### src/irq_aux_params.svh
// constants for the event interrupt and auxiliary pin routing block
`ifndef IRQ_AUX_PARAMS_SVH
`define IRQ_AUX_PARAMS_SVH

// ==========================================
// sizes
`define IRQ_SRC_COUNT 11
`define AUX_IN_COUNT 6
`define AUX_OUT_COUNT 3
`define AUX_IN_SEL_W 3
`define AUX_OUT_SEL_W 4
`define AUX_FUNC_COUNT 8

// ==========================================
// interrupt source bit positions
`define SRC_ACQ_RUNNING 0
`define SRC_ACQ_STOP_SEEN 1
`define SRC_ACQ_FINISHED 2
`define SRC_ACQ_FIFO_LEVEL 3
`define SRC_PER_CONVERSION 4
`define SRC_SCAN_END 5
`define SRC_INTERVAL_END 6
`define SRC_WAVE_RUNNING 7
`define SRC_WAVE_FINISHED 8
`define SRC_WAVE_FIFO_LEVEL 9
`define SRC_HIGH_CHANNEL 10

// ==========================================
// reset values
`define IRQ_PENDING_RESET 1'b0
`define AUX_OUT_RESET 3'h0
`define FUNC_RESET 8'h00

// ==========================================
// timing
`define CLK_PERIOD_PS 50000
`define DELAYED_CONVERT_CLOCK_DELAY_PS 100000
`define DELAYED_CONVERT_CLOCK_DELAY_CYC \
  ((`DELAYED_CONVERT_CLOCK_DELAY_PS + `CLK_PERIOD_PS - 1) / `CLK_PERIOD_PS)

`endif

### src/irq_aux_pkg.sv
// types for the event interrupt and auxiliary pin routing block
`include "irq_aux_params.svh"

package irq_aux_pkg;

  // ==========================================
  // functions an auxiliary input pin can feed
  typedef enum logic [`AUX_IN_SEL_W-1:0] {
    FN_CONVERT = 3'h0,
    FN_ACQ_TIMEBASE = 3'h1,
    FN_ACQ_START = 3'h2,
    FN_ACQ_STOP = 3'h3,
    FN_ACQ_GATE = 3'h4,
    FN_WAVE_START = 3'h5,
    FN_WAVE_UPDATE = 3'h6,
    FN_WAVE_TIMEBASE = 3'h7
  } aux_in_func_t;

  // ==========================================
  // sources an auxiliary output pin can show
  typedef enum logic [`AUX_OUT_SEL_W-1:0] {
    OS_CONV_BEGIN = 4'h0,
    OS_SAMPLE_HOLD = 4'h1,
    OS_SCAN_STOP = 4'h2,
    OS_CONVERT = 4'h3,
    OS_DELAYED_CONVERT = 4'h4,
    OS_COUNTER_ONE = 4'h5,
    OS_UPDATE = 4'h6,
    OS_COUNTER_TWO = 4'h7,
    OS_ACQ_START = 4'h8,
    OS_ACQ_STOP = 4'h9,
    OS_ACQ_GATE = 4'ha,
    OS_WAVE_START = 4'hb
  } aux_out_src_t;

  // ==========================================
  // sample-hold sequencing, gray coded
  typedef enum logic [1:0] {
    SCAN_IDLE = 2'h0,
    SCAN_HOLD = 2'h1
  } scan_state_t;

  // ==========================================
  // state records
  typedef struct packed {
    logic pending;
  } latch_state_t;

  typedef struct packed {
    scan_state_t scan_state;
    logic [`DELAYED_CONVERT_CLOCK_DELAY_CYC-1:0] conv_shift;
    logic [`AUX_FUNC_COUNT-1:0] func;
    logic stop_prev;
    logic [`AUX_OUT_COUNT-1:0] aux_out;
    logic irq;
  } route_state_t;

endpackage : irq_aux_pkg

### src/event_pending_latch.sv
// one sticky pending flag for an interrupt source
`timescale 1ns/10ps
`default_nettype none
`include "irq_aux_params.svh"

module event_pending_latch
  import irq_aux_pkg::*;
(
  // clock and reset
  input wire logic clk,
  input wire logic reset_n,
  input wire logic clk_en,
  // event and software clear
  input wire logic set,
  input wire logic clear,
  // flag
  output logic pending
);
  import irq_aux_pkg::*;

  latch_state_t s_reg;
  latch_state_t s_next;

  // ==========================================
  // flag logic
  always_comb begin
    s_next = s_reg;
    // set beats clear so an event in the clearing cycle survives
    if (set) begin
      s_next.pending = 1'b1;
    end else if (clear) begin
      s_next.pending = 1'b0;
    end
  end

  always_ff @(posedge clk or negedge reset_n) begin
    if (!reset_n) begin
      s_reg.pending <= `IRQ_PENDING_RESET;
    end else if (clk_en) begin
      s_reg <= s_next;
    end
  end

  assign pending = s_reg.pending;

endmodule : event_pending_latch

`default_nettype wire

### src/daq_event_irq_and_aux_routing.sv
// event interrupt gathering and auxiliary trigger pin routing
// Behaviour
// every enabled pending event drives the host interrupt line low
// each acquisition source has its own software enable bit
// acquisition running sets its flag while a sequence is active
// a rising edge on the routed stop trigger sets its flag
// acquisition finished pulse sets its flag
// conversion fifo at half full sets its flag
// every finished conversion sets its flag
// end of multi-channel scan sets its flag
// end of each inter-scan interval sets its flag
// waveform running sets its flag while generation is active
// waveform finished pulse sets its flag
// output fifo one quarter empty sets its flag
// update of the highest output channel sets its flag
// six configurable input pins and three configurable output pins
// each input pin routes to one of eight timing functions
// each output pin shows one of twelve selectable timing sources
// sample-hold is active in a scan, drops at last conversion start
// delayed convert clock is the convert pulse shifted later
// sticky pending flags until cleared; request is OR of enabled ones
`timescale 1ns/10ps
`default_nettype none
`include "irq_aux_params.svh"

module daq_event_irq_and_aux_routing
  import irq_aux_pkg::*;
#(
  parameter int SRC_COUNT = `IRQ_SRC_COUNT,
  parameter int IN_COUNT = `AUX_IN_COUNT,
  parameter int OUT_COUNT = `AUX_OUT_COUNT
) (
  // clock and reset
  input wire logic clk,
  input wire logic reset_n,
  input wire logic clk_en,
  // acquisition sequencer events
  input wire logic acq_active,
  input wire logic acq_done,
  input wire logic acq_fifo_half,
  input wire logic conv_done,
  input wire logic scan_done,
  input wire logic interval_done,
  // waveform sequencer events
  input wire logic wave_active,
  input wire logic wave_done,
  input wire logic wave_fifo_quarter_empty,
  input wire logic high_channel_update,
  // timing signals for the output pins
  input wire logic conversion_begin_pulse,
  input wire logic last_channel,
  input wire logic convert_pulse,
  input wire logic update_pulse,
  input wire logic counter_one_clock,
  input wire logic counter_two_clock,
  // interrupt control
  input wire logic [SRC_COUNT-1:0] irq_enable,
  input wire logic [SRC_COUNT-1:0] irq_clear,
  output logic [SRC_COUNT-1:0] irq_pending,
  // host interrupt pin, open drain, active low
  output logic inta_n_out,
  output logic inta_n_oe,
  // auxiliary input pins and routing
  input wire logic [IN_COUNT-1:0] config_trigger_inputs,
  input wire logic [IN_COUNT-1:0] aux_in_en,
  input wire logic [IN_COUNT-1:0][`AUX_IN_SEL_W-1:0] aux_in_sel,
  // routed functions toward the sequencers
  output logic ext_convert,
  output logic ext_acq_timebase,
  output logic ext_acq_start,
  output logic ext_acq_stop,
  output logic ext_acq_gate,
  output logic ext_wave_start,
  output logic ext_wave_update,
  output logic ext_wave_timebase,
  // auxiliary output pins and routing
  input wire logic [OUT_COUNT-1:0] aux_out_en,
  input wire logic [OUT_COUNT-1:0][`AUX_OUT_SEL_W-1:0] aux_out_sel,
  output logic [OUT_COUNT-1:0] config_trigger_outputs,
  output logic [OUT_COUNT-1:0] config_trigger_oe,
  // internally made timing signals
  output logic scan_sample_hold,
  output logic delayed_convert_clock
);
  import irq_aux_pkg::*;

  route_state_t s_reg;
  route_state_t s_next;
  logic [SRC_COUNT-1:0] irq_set;
  logic stop_seen;

  // ==========================================
  // stop trigger edge
  // edge taken on the registered function so a held level counts once
  assign stop_seen = s_reg.func[FN_ACQ_STOP] & ~s_reg.stop_prev;

  // ==========================================
  // event gathering
  always_comb begin
    irq_set = '0;
    irq_set[`SRC_ACQ_RUNNING] = acq_active;
    irq_set[`SRC_ACQ_STOP_SEEN] = stop_seen;
    irq_set[`SRC_ACQ_FINISHED] = acq_done;
    // fires at half full, not a quarter as the source name hints
    irq_set[`SRC_ACQ_FIFO_LEVEL] = acq_fifo_half;
    irq_set[`SRC_PER_CONVERSION] = conv_done;
    irq_set[`SRC_SCAN_END] = scan_done;
    irq_set[`SRC_INTERVAL_END] = interval_done;
    irq_set[`SRC_WAVE_RUNNING] = wave_active;
    irq_set[`SRC_WAVE_FINISHED] = wave_done;
    irq_set[`SRC_WAVE_FIFO_LEVEL] = wave_fifo_quarter_empty;
    irq_set[`SRC_HIGH_CHANNEL] = high_channel_update;
  end

  // ==========================================
  // pending flags
  // level sources keep setting while active, so a clear only sticks
  // once the condition has gone away
  for (genvar i = 0; i < SRC_COUNT; i++) begin : g_pending
    event_pending_latch u_latch (
      .clk(clk),
      .reset_n(reset_n),
      .clk_en(clk_en),
      .set(irq_set[i]),
      .clear(irq_clear[i]),
      .pending(irq_pending[i])
    );
  end

  // ==========================================
  // next state
  always_comb begin
    logic [`AUX_FUNC_COUNT-1:0] func_v;
    logic [OUT_COUNT-1:0] out_v;
    logic src_bit;
    func_v = '0;
    out_v = '0;
    src_bit = 1'b0;
    s_next = s_reg;

    // request is the OR of enabled pending flags
    s_next.irq = |(irq_pending & irq_enable);

    // input routing, several pins on one function are ORed
    for (int p = 0; p < IN_COUNT; p++) begin
      for (int f = 0; f < `AUX_FUNC_COUNT; f++) begin
        if (aux_in_en[p] && aux_in_sel[p] == f[`AUX_IN_SEL_W-1:0]) begin
          func_v[f] = func_v[f] | config_trigger_inputs[p];
        end
      end
    end
    s_next.func = func_v;
    s_next.stop_prev = s_reg.func[FN_ACQ_STOP];

    // sample-hold sequencing
    case (s_reg.scan_state)
      SCAN_IDLE: begin
        if (conversion_begin_pulse && !last_channel) begin
          s_next.scan_state = SCAN_HOLD;
        end
      end
      SCAN_HOLD: begin
        if (conversion_begin_pulse && last_channel) begin
          s_next.scan_state = SCAN_IDLE;
        end
      end
      default: begin
        s_next.scan_state = SCAN_IDLE;
      end
    endcase

    // delay line for the convert pulse
    // oldest tap drops out so the line keeps its own width
    s_next.conv_shift = {s_reg.conv_shift[`DELAYED_CONVERT_CLOCK_DELAY_CYC-2:0], convert_pulse};

    // output source selection
    for (int q = 0; q < OUT_COUNT; q++) begin
      case (aux_out_src_t'(aux_out_sel[q]))
        OS_CONV_BEGIN: begin
          src_bit = conversion_begin_pulse;
        end
        OS_SAMPLE_HOLD: begin
          src_bit = (s_reg.scan_state == SCAN_HOLD);
        end
        OS_SCAN_STOP: begin
          src_bit = scan_done;
        end
        OS_CONVERT: begin
          src_bit = convert_pulse;
        end
        OS_DELAYED_CONVERT: begin
          src_bit = s_reg.conv_shift[`DELAYED_CONVERT_CLOCK_DELAY_CYC-1];
        end
        OS_COUNTER_ONE: begin
          src_bit = counter_one_clock;
        end
        OS_UPDATE: begin
          src_bit = update_pulse;
        end
        OS_COUNTER_TWO: begin
          src_bit = counter_two_clock;
        end
        OS_ACQ_START: begin
          src_bit = s_reg.func[FN_ACQ_START];
        end
        OS_ACQ_STOP: begin
          src_bit = s_reg.func[FN_ACQ_STOP];
        end
        OS_ACQ_GATE: begin
          src_bit = s_reg.func[FN_ACQ_GATE];
        end
        OS_WAVE_START: begin
          src_bit = s_reg.func[FN_WAVE_START];
        end
        // unused codes park the pin low rather than guess a source
        default: begin
          src_bit = 1'b0;
        end
      endcase
      out_v[q] = src_bit & aux_out_en[q];
    end
    s_next.aux_out = out_v;
  end

  // ==========================================
  // state register
  always_ff @(posedge clk or negedge reset_n) begin
    if (!reset_n) begin
      s_reg.scan_state <= SCAN_IDLE;
      s_reg.conv_shift <= '0;
      s_reg.func <= `FUNC_RESET;
      s_reg.stop_prev <= 1'b0;
      s_reg.aux_out <= `AUX_OUT_RESET;
      s_reg.irq <= 1'b0;
    end else if (clk_en) begin
      s_reg <= s_next;
    end
  end

  // ==========================================
  // outputs
  // open drain: the pin only ever pulls low, never drives high
  assign inta_n_out = 1'b0;
  assign inta_n_oe = s_reg.irq;
  assign ext_convert = s_reg.func[FN_CONVERT];
  assign ext_acq_timebase = s_reg.func[FN_ACQ_TIMEBASE];
  assign ext_acq_start = s_reg.func[FN_ACQ_START];
  assign ext_acq_stop = s_reg.func[FN_ACQ_STOP];
  assign ext_acq_gate = s_reg.func[FN_ACQ_GATE];
  assign ext_wave_start = s_reg.func[FN_WAVE_START];
  assign ext_wave_update = s_reg.func[FN_WAVE_UPDATE];
  assign ext_wave_timebase = s_reg.func[FN_WAVE_TIMEBASE];
  assign config_trigger_outputs = s_reg.aux_out;
  assign config_trigger_oe = aux_out_en;
  assign scan_sample_hold = (s_reg.scan_state == SCAN_HOLD);
  assign delayed_convert_clock = s_reg.conv_shift[`DELAYED_CONVERT_CLOCK_DELAY_CYC-1];

endmodule : daq_event_irq_and_aux_routing

`default_nettype wire

### config.mk
export PLATFORM = sky130hd
export DESIGN_NAME = daq_event_irq_and_aux_routing
export DESIGN_NICKNAME = d
export VERILOG_FILES = /design/src/irq_aux_pkg.sv /design/src/event_pending_latch.sv /design/src/daq_event_irq_and_aux_routing.sv
export VERILOG_INCLUDE_DIRS = /design/src
export SDC_FILE = /design/constraint.sdc
export NUM_CORES = 1
export LEC_CHECK = 0
export BUFFER_PORTS_ARGS = -buffer_cell sky130_fd_sc_hd__buf_2
export CORE_UTILIZATION = 41
export CTS_BUF_LIST = sky130_fd_sc_hd__clkbuf_2 sky130_fd_sc_hd__clkbuf_4 sky130_fd_sc_hd__clkbuf_8
export DETAILED_ROUTE_END_ITERATION = 10
export PLACE_DENSITY = 0.86
export SLEW_MARGIN = 20
export SYNTH_ARGS = -nofsm -noshare
export SYNTH_HDL_FRONTEND = slang
export SYNTH_SLANG_ARGS = --single-unit
### constraint.sdc
create_clock -name clk -period 1.2 [get_ports clk]
set_input_delay 0 -clock clk [delete_from_list [all_inputs] [get_ports clk]]
set_output_delay 0 -clock clk [all_outputs]
set_load 0.02 [all_outputs]
# Word-level counts from Yosys, hierarchy flattened
# Index checks and enable logic that the tools add are counted.
# op_classes
eq_ne,78
n_mux,76
bitwise_logic,46
n_reduce_logical,85
# op_table
op,count
$eq 3x3->1 const B,24
$mux 1,70
$logic_and 1x1->1,50
$eq 4x3->1 const B,12
$eq 4x4->1 const B,12
$or 1x1->1,40
$eq 3x2->1 const B,12
$pmux 1 s12,3
$eq 4x2->1 const B,6
$reduce_and 2->1,11
$reduce_bool 2->1,11
$eq 3x1->1 const B,6
$logic_not 3->1,6
$eq 4x1->1 const B,3
$logic_not 4->1,3
$and 11x11->11,1
$reduce_or 11->1,1
$and 1x1->1,4
$mux 2,2
$pmux 2 s2,1
$reduce_and 3->1,1
$eq 2x1->1 const B,1
$logic_not 2->1,1
$ne 2x1->1 const B,1
3 further kinds,3
# totals
ff_bits,28
in_bits,86
out_inout_bits,29
word_cells,302

# Depth between registers and ports, before layout
# Gate-level depths: netlist of run 1.
# logic_depth
ltp_word,13
mapped_depth,5
ltp_nobuf,4

# By module
# From an unflattened synthesis of run 1, not the netlist that was laid out.
# unflattened
hier_cells,199
hier_area_um2,1858.0
# by_module_without_submodules
mod,instances,cells_per_inst,area_per_inst_um2,seq_area_each_um2
daq_event_irq_and_aux_routing,1,166,1445.1,400.4
event_pending_latch,11,3,37.5,25.0

# Least setup slack after synthesis of run 1
# No wires, ideal clock.
# synth_timing
kind,reg2reg
start,register s_reg (netlist bit ext_acq_stop)
end,register s_reg (netlist bit config_trigger_outputs[2])
setup_time_ns,0.128
arrival_time_ns,1.209
required_time_ns,1.072
setup_slack_ns,-0.137
path_stages_with_launch,5
n_path_buf,0
synth_period_minus_slack_ns,1.337
path_cell_list,dfrtp_1 > mux2_2 > or3_1 > nand4_1 > o32ai_1
# synth_via
elab_chain_len,2
# synth_lines
item,line,source
"start, declared",daq_event_irq_and_aux_routing.sv:87,route_state_t s_reg;
"start signal, assigned",daq_event_irq_and_aux_routing.sv:236,s_reg <= s_next;
$pmux 1 s12,daq_event_irq_and_aux_routing.sv:178,case (aux_out_src_t'(aux_out_sel[q]))
$and 1x1->1,daq_event_irq_and_aux_routing.sv:220,out_v[q] = src_bit & aux_out_en[q];
# Every way passes these cells.
# A chain may end at the register's enable or synchronous reset.

# Final worst setup path of run 1
# layout_timing
start,register s_reg (netlist bit ext_acq_start)
end,register s_reg (netlist bit config_trigger_outputs[2])
# Same word-level chain as after synthesis.

==> impl_results.md, run 1 <==
- Commonest cells after routing, fill and taps aside: buf_2, nand2_1, dfrtp_1, dlygate4sd3_1, o22ai_1
- Comb pwr share: 0.360
- RR Endpoint: config_trigger_outputs[2]
- Crit path to: config_trigger_outputs[2]
- Internal power: 0.00170 W
- Clock Sink Count: 27
- Reg power frac: 0.432
- Hold Crit Class: in -> reg
- Setup slack, reg-to-reg: -0.10 ns
- CP Class: reg -> reg
- HP Start: irq_clear[7]
- Initial antenna violation count: 0
- P_sw: 0.000843 W
- Synth top area cells: dfrtp_1, buf_4, mux4_1
- First-pass GRT wire length: 9320 um
- Clock Path Buffers: 2
- Die W: just over 70 um
- WL final: approximately 5600 um
- Total of max-cap violations: 0
- Clock power share: 0.208
- Req. time, crit path: around 1.3 ns
- CTS tree: yes
- Antenna Violating Nets Remaining: 0
- Worst Setup Start Kind: register
- Placement Rows: 24
- R2R cell count: 4
- CP Max Fanout: 4
- CTS H-tree lvls: 1
- Ports: approximately 120
- Worst slew margin: 0.608
- Starting Density: 0.436
- Vias: 2109
- Synthesized area: 0.00194 sq mm
- YS warnings: 0
- Num CTS Buffers: 3
- Sw Share: 0.331
- Final max-slew violation count: 0
- Post-synth top area cell: dfrtp_1
- Critical Path AT: 1.44 ns
- Post-route setup TNS: -0.235 ns
- RSZ-0062 raised after global routing: true
- Syn Inst Count: 208
- Syn_nets: 294
- EDFF count, synth: 0
- CP max-delay cell: dfrtp_2
- Failing checks: DRC, setup timing
- Clock slew seen by the registers of the worst setup and hold paths: roughly 0.10 ns
- Worst Setup End Kind: register
- Gr usage total: 0.231
- Clock Latency Late Sink: 0.27 ns
- Crit path cell chain: mux2_4 > or3_1 > nand4_1 > o32ai_1
- Drt pass-1 iters: 8
- Setup-failing EPs final: 3
- Seq/Total Area, Yosys: 0.349
- Nets@finish: 414
- Remaining DRCs: 18
- Vias in the first global route: 2084
- Max FFs per register: 11
- Share of layout cells above drive strength 1: 0.465
- PD cells: 934 mW/mm^2
- Area grow syn2layout: 40.8%
- Slew @ Worst Pin: slightly below 0.6 ns
- Max rail drop VDD: 859 uV
- FFs w/ async S/R, synth: 1.00
- Worst Setup SP: ext_acq_start
- CP max stage delay: ~0.43 ns
- Yosys reg bits: 27
- Commonest non-fill, non-tap cell in the layout: buf_2
- Fin. Hold Viols: 0
- Period utilization: 1.08
- N_diodes: 0
- Filler instances: 380
- Core ar.: 0.00444 sq mm
- Largest net degree at the start of global routing: 28
- Fin Clk Skew: 0.00930 ns
- RD Place Congestion: 0.905
- Fmax: 769 MHz
- Grt ovf: 0
- DIE AREA: 0.00500 sq mm
- Setup WS post-layout: -0.100 ns
- P_leak: 1.27 nW
- Outcome: finished with violations
- Clk root buf: clkbuf_8
- Synth Flop Type: dfrtp_1
- Total power: 0.00255 W
- Final critical-path required period: 1.30 ns
- Cell variety after synth: 36
- Worst r2r src: ext_acq_start
- Die Ht: 70.7 um
- Top-area cell type share of the netlist area: 0.349
- Dpl hpwl: 4420 um
- Mean Syn Cell Area: 9.31 sq um
- Buffers on Ports: roughly 110
- DR WL/cell: 14.8 um
- Starting DRC count in detailed routing: 141
- DR vias/cell: 5.56
==> how the worst min path moves through the flow <==
| stage | endpoint | slack, ns | depth (start not counted) |
|---|---|---|---|
| global route | g_pending[9].u_latch.pending | 0.006 | 3 |
| global placement | config_trigger_outputs[0] | 0.05 | 1 |
| CTS | g_pending[0].u_latch.pending | 0.0004 | 3 |
| finish | g_pending[7].u_latch.pending | 0.01 | 3 |
| floorplan | config_trigger_outputs[0] | -0.30 | 0 |
| detailed placement | config_trigger_outputs[0] | 0.05 | 1 |
==> cell families (layout without fill, tap and decap cells) <==
logic type / after synthesis / count (layout) / share of synthesized area
multiplexers: 14 / 14 / 0.128
AND/OR/NAND/NOR: 86 / 86 / 0.229
other: 1 / 1 / 0.00194
AO/OA/AOI/OAI: 51 / 51 / 0.198
buffers and inverters: 29 / 148 / 0.0931
flip-flops: 27 / 27 / 0.349
==> area by class of cell <==
type                            instances  area (sq um)  share of cell area
Clock inverter                          1          7.51             0.00275
Tap cell                               52          65.1              0.0239
Multi-Input combinational cell        152          1100               0.403
Sequential cell                        27           683               0.251
Clock buffer                            3          41.3              0.0152
Timing Repair Buffer                  139           811               0.298
Inverter                                5          18.8             0.00689
==> layer usage <==
metal,share of wire,GRT usage
met1,0.42,0.291
met2,0.50,0.415
met3,0.072,0.0499
met4,0.0046,0.0356
met5,0,0
==> metrics by stage <==
step                       util  hold slack, ns  area [sq um]  instances  setup slack [ns]
after floorplan               -          -0.296          1940        208           -0.0773
after global placement    0.558          0.0468          2480        357           -0.0520
after detailed placement  0.558          0.0527          2480        357           -0.0927
after CTS                 0.609        0.000352          2710        379           -0.0975
after global routing      0.613         0.00629          2730        379            -0.138
final                     0.613          0.0106          2730        379            -0.100
==> cell usage after synthesis, types with 2 or more instances <==
cell	instances
o21ai_0	3
mux4_1	4
dfrtp_1	27
nor3_1	7
mux4_2	3
nand3b_1	7
o221ai_1	2
a22o_1	12
o22ai_1	14
nand2_1	27
buf_4	18
mux2_2	4
or3_1	6
nand3_1	9
nand4_1	2
a221oi_1	3
nor2_1	11
buf_2	3
nand2b_1	8
a21oi_1	4
o32a_1	3
o32ai_1	3
clkbuf_1	3
nor4_1	4
mux2i_1	3
inv_1	5
or3b_1	4
==> worst max-delay path: cells and delay by family, from the launching register on <==
family	cells	cell delay, ns
compound gates	1	0.09
mux	1	0.26
simple gates	2	0.39
flops	1	0.43
==> timing repair <==
action                                 CTS  global route
buffers inserted                         3             0
pin swaps                                2             0
setup endpoints to repair                3             4
endpoints found under the hold margin   39             0
hold buffers                            15             0
gates resized for setup                  1             4
==> power by group through the flow <==
stage | combinational [W] | clock, W | sequential (W)
2_1_floorplan | 0.000488 | 0 | 0.00115
3_3_place_gp | 0.000837 | 0 | 0.00111
3_5_place_dp | 0.000846 | 0 | 0.00112
4_1_cts | 0.000910 | 0.000549 | 0.00110
5_1_grt | 0.000996 | 0.000587 | 0.00111
6_report | 0.000917 | 0.000529 | 0.00110
Power figures use the tool's default switching activity.
==> run 2: changes to the inputs <==
==> constraint.sdc (replaced) <==
create_clock -name clk -period 1.2 [get_ports clk]
set_input_delay 0.24 -clock clk [delete_from_list [all_inputs] [get_ports clk]]
set_output_delay 0.24 -clock clk [all_outputs]
set_load 0.02 [all_outputs]
==> impl_results.md, run 2 (synthesis results as in run 1) <==
- DR vias/cell: 5.56 (about the same)
- Num CTS Buffers: 3 (unchanged)
- RD Place Congestion: 0.911 (+0.69%)
- Clk root buf: clkbuf_8
- Fin Clk Skew: 0.00216 ns (-0.00714 ns)
- Crit path to: config_trigger_outputs[2]
- Largest net degree at the start of global routing: 18 (-36%)
- Period utilization: 1.09 (+0.00992)
- Worst path bufs/invs: 0 (unchanged)
- Die Ht: 70.7 um (unchanged)
- Clock slew seen by the registers of the worst setup and hold paths: 0.10 ns (about the same)
- Setup-failing EPs final: 5 (+2)
- Max FFs per register: 11 (unchanged)
- DR WL/cell: 14.9 um (+0.37%)
- Comb pwr share: 0.384 (+0.024)
- Clock Path Buffers: 2 (unchanged)
- Starting Density: 0.436 (unchanged)
- Req. time, crit path: 1.36 ns (+0.02 ns)
- WL final: 5970 um (+6.2%)
- Final max-slew violation count: 0 (unchanged)
- Die W: 70.7 um (unchanged)
- Worst Setup SP: s_reg[15]
- PD cells: 914 mW/mm^2 (-2.2%)
- First-pass GRT wire length: 9990 um (+7.3%)
- Clock power share: 0.199 (-0.009)
- Placed Instance Area: 0.00275 sq mm (+11%)
- Largest delay share family, worst path: multiplexers
- Hold Crit Class: in -> reg
- Remaining DRCs: 18 (unchanged)
- RR Endpoint: config_trigger_outputs[2]
- Filler instances: 373 (-1.8%)
- Setup WS post-layout: -0.112 ns (-0.0119 ns)
- Max rail drop VDD: 548 uV (-36%)
- DIE AREA: 0.00500 sq mm (unchanged)
- Internal power: 0.00178 W (+4.7%)
- Initial antenna violation count: 0 (unchanged)
- CP max stage delay: 0.48 ns (+0.05 ns)
- Worst Setup Start Kind: register
- CTS H-tree lvls: 1 (unchanged)
- Dpl hpwl: 4860 um (+9.9%)
- Total power: 0.00265 W (+4.1%)
- Share of layout cells above drive strength 1: 0.533 (+0.0681)
- Clock Sink Count: 27 (unchanged)
- Core ar.: 0.00444 sq mm (unchanged)
- Starting DRC count in detailed routing: 133 (-5.7%)
- Fin. Hold Viols: 0 (unchanged)
- Area grow syn2layout: 49.8%
- Failing checks: DRC, setup timing
- Setup slack, reg-to-reg: -0.11 ns (about the same)
- Critical Path AT: 1.47 ns (+0.03 ns)
- Outcome: finished with violations
- CP max-delay cell: mux4_2
- CP Class: reg -> reg
- Final critical-path required period: 1.31 ns (+0.0119 ns)
- Storage element area: 683 sq um (unchanged)
- WP depth: 3 (-1)
- R2R cell count: 3 (-1)
- Worst r2r src: s_reg[15]
- Drt pass-1 iters: 7 (-1)
- Fmax: 762 MHz (-0.91%)
- Worst Setup End Kind: register
- P_leak: 1.40 nW (+10%)
- Multi-input gate area in the final layout: 0.00109 sq mm (-0.57%)
- P_sw: 0.000867 W (+2.9%)
- Vias in the first global route: 2172 (+4.2%)
- CTS tree: yes
- Vias: 2231 (+5.8%)
- Ports: 115 (unchanged)
- Antenna Violating Nets Remaining: 0 (unchanged)
- Grt ovf: 0 (unchanged)
- Reg power frac: 0.417 (-0.015)
- N_diodes: 0 (unchanged)
- Sw Share: 0.327 (-0.00388)
- Crit path cell chain: mux4_2 > nor3_2 > o32ai_1
- Clock Latency Late Sink: 0.27 ns (about the same)
- RSZ-0062 raised after global routing: true
- Nets@finish: 436 (+5.3%)
- Final core occ: 0.652 (+0.0391)
- Total of max-cap violations: 0 (unchanged)
- Buffers on Ports: 113 (unchanged)
- CP Max Fanout: 5 (+1)
- Commonest non-fill, non-tap cell in the layout: buf_2
- Post-route cell area: 0.00290 sq mm (+6.4%)
- Commonest cells after routing, fill and taps aside: buf_2, buf_4, nand2_1, dfrtp_1, o22ai_1
- Placement Rows: 24 (unchanged)
- Gr usage total: 0.248 (+0.0175)
run 2: cell count changes in the layout (fill, tap and decap cells not counted), sizes merged:
| cell | before | now |
|---|---|---|
| dlygate4sd3 | 15 | 1 |
| buf | 124 | 160 |
run 2: area by class of cell:
class	count	area share
inverters	5	0.00647
well taps	52	0.0224
flip-flops and latches	27	0.236
clock inverters	1	0.00259
multi-input cells	152	0.377
clock buffers	3	0.0142
repair buffers	161	0.342
run 2: worst min-delay path by stage:
| stage | from | end | slack [ns] | cells after the start |
|---|---|---|---|---|
| 2_1_floorplan | reset_n | config_trigger_outputs[0] | -0.06 | 0 |
| 3_3_place_gp | reset_n | config_trigger_outputs[0] | 0.13 | 1 |
| 3_5_place_dp | reset_n | config_trigger_outputs[0] | 0.13 | 1 |
| 4_1_cts | last_channel | s_reg[15] | 0.13 | 2 |
| 5_1_grt | last_channel | s_reg[15] | 0.16 | 2 |
| 6_report | last_channel | s_reg[15] | 0.14 | 2 |
run 2: power groups by stage:
| stage | Clock [W] | Sequential (W) | Combinational, W |
|---|---|---|---|
| finish | 0.000528 | 0.00110 | 0.00102 |
| global route | 0.000571 | 0.00112 | 0.00110 |
| CTS | 0.000546 | 0.00110 | 0.00101 |
| detailed placement | 0 | 0.00112 | 0.000942 |
| global placement | 0 | 0.00111 | 0.000922 |
| floorplan | 0 | 0.00115 | 0.000488 |
run 2: what timing repair did:
| action | CTS | global route |
|---|---|---|
| pin swaps | 1 | 1 |
| hold buffers | 1 | 0 |
| hold endpoints to repair | 10 | 0 |
| setup endpoints to repair | 8 | 8 |
| buffers inserted | 2 | 1 |
| cloned | 0 | 0 |
| gates resized for setup | 18 | 1 |
run 2: metal layers:
metal,part of all wire,wire length (um),track usage,up-vias
met5,0,0,0,-
met4,0.0052,31,0.0422,0
met3,0.077,459,0.0313,4
met2,0.52,3110,0.468,105
met1,0.40,2360,0.307,1060
li1,-,-,-,1062
run 2: through the flow:
| step | setup WS (ns) | instances | TNS, ns | hold slack, ns |
|---|---|---|---|---|
| 5_1_grt | -0.162 | 401 | -0.575 | 0.159 |
| 4_1_cts | -0.127 | 400 | -0.332 | 0.131 |
| 3_5_place_dp | -0.167 | 393 | -0.808 | 0.132 |
| 3_3_place_gp | -0.150 | 393 | -0.748 | 0.130 |
| 2_1_floorplan | -0.0773 | 208 | -0.209 | -0.0556 |
| 6_report | -0.112 | 401 | -0.334 | 0.137 |
run 2: worst reg2reg max path, delay by kind of cell (launching register included):
family,cells,cell delay (ns)
simple gates,1,0.17
mux,1,0.49
compound gates,1,0.10
flops,1,0.44
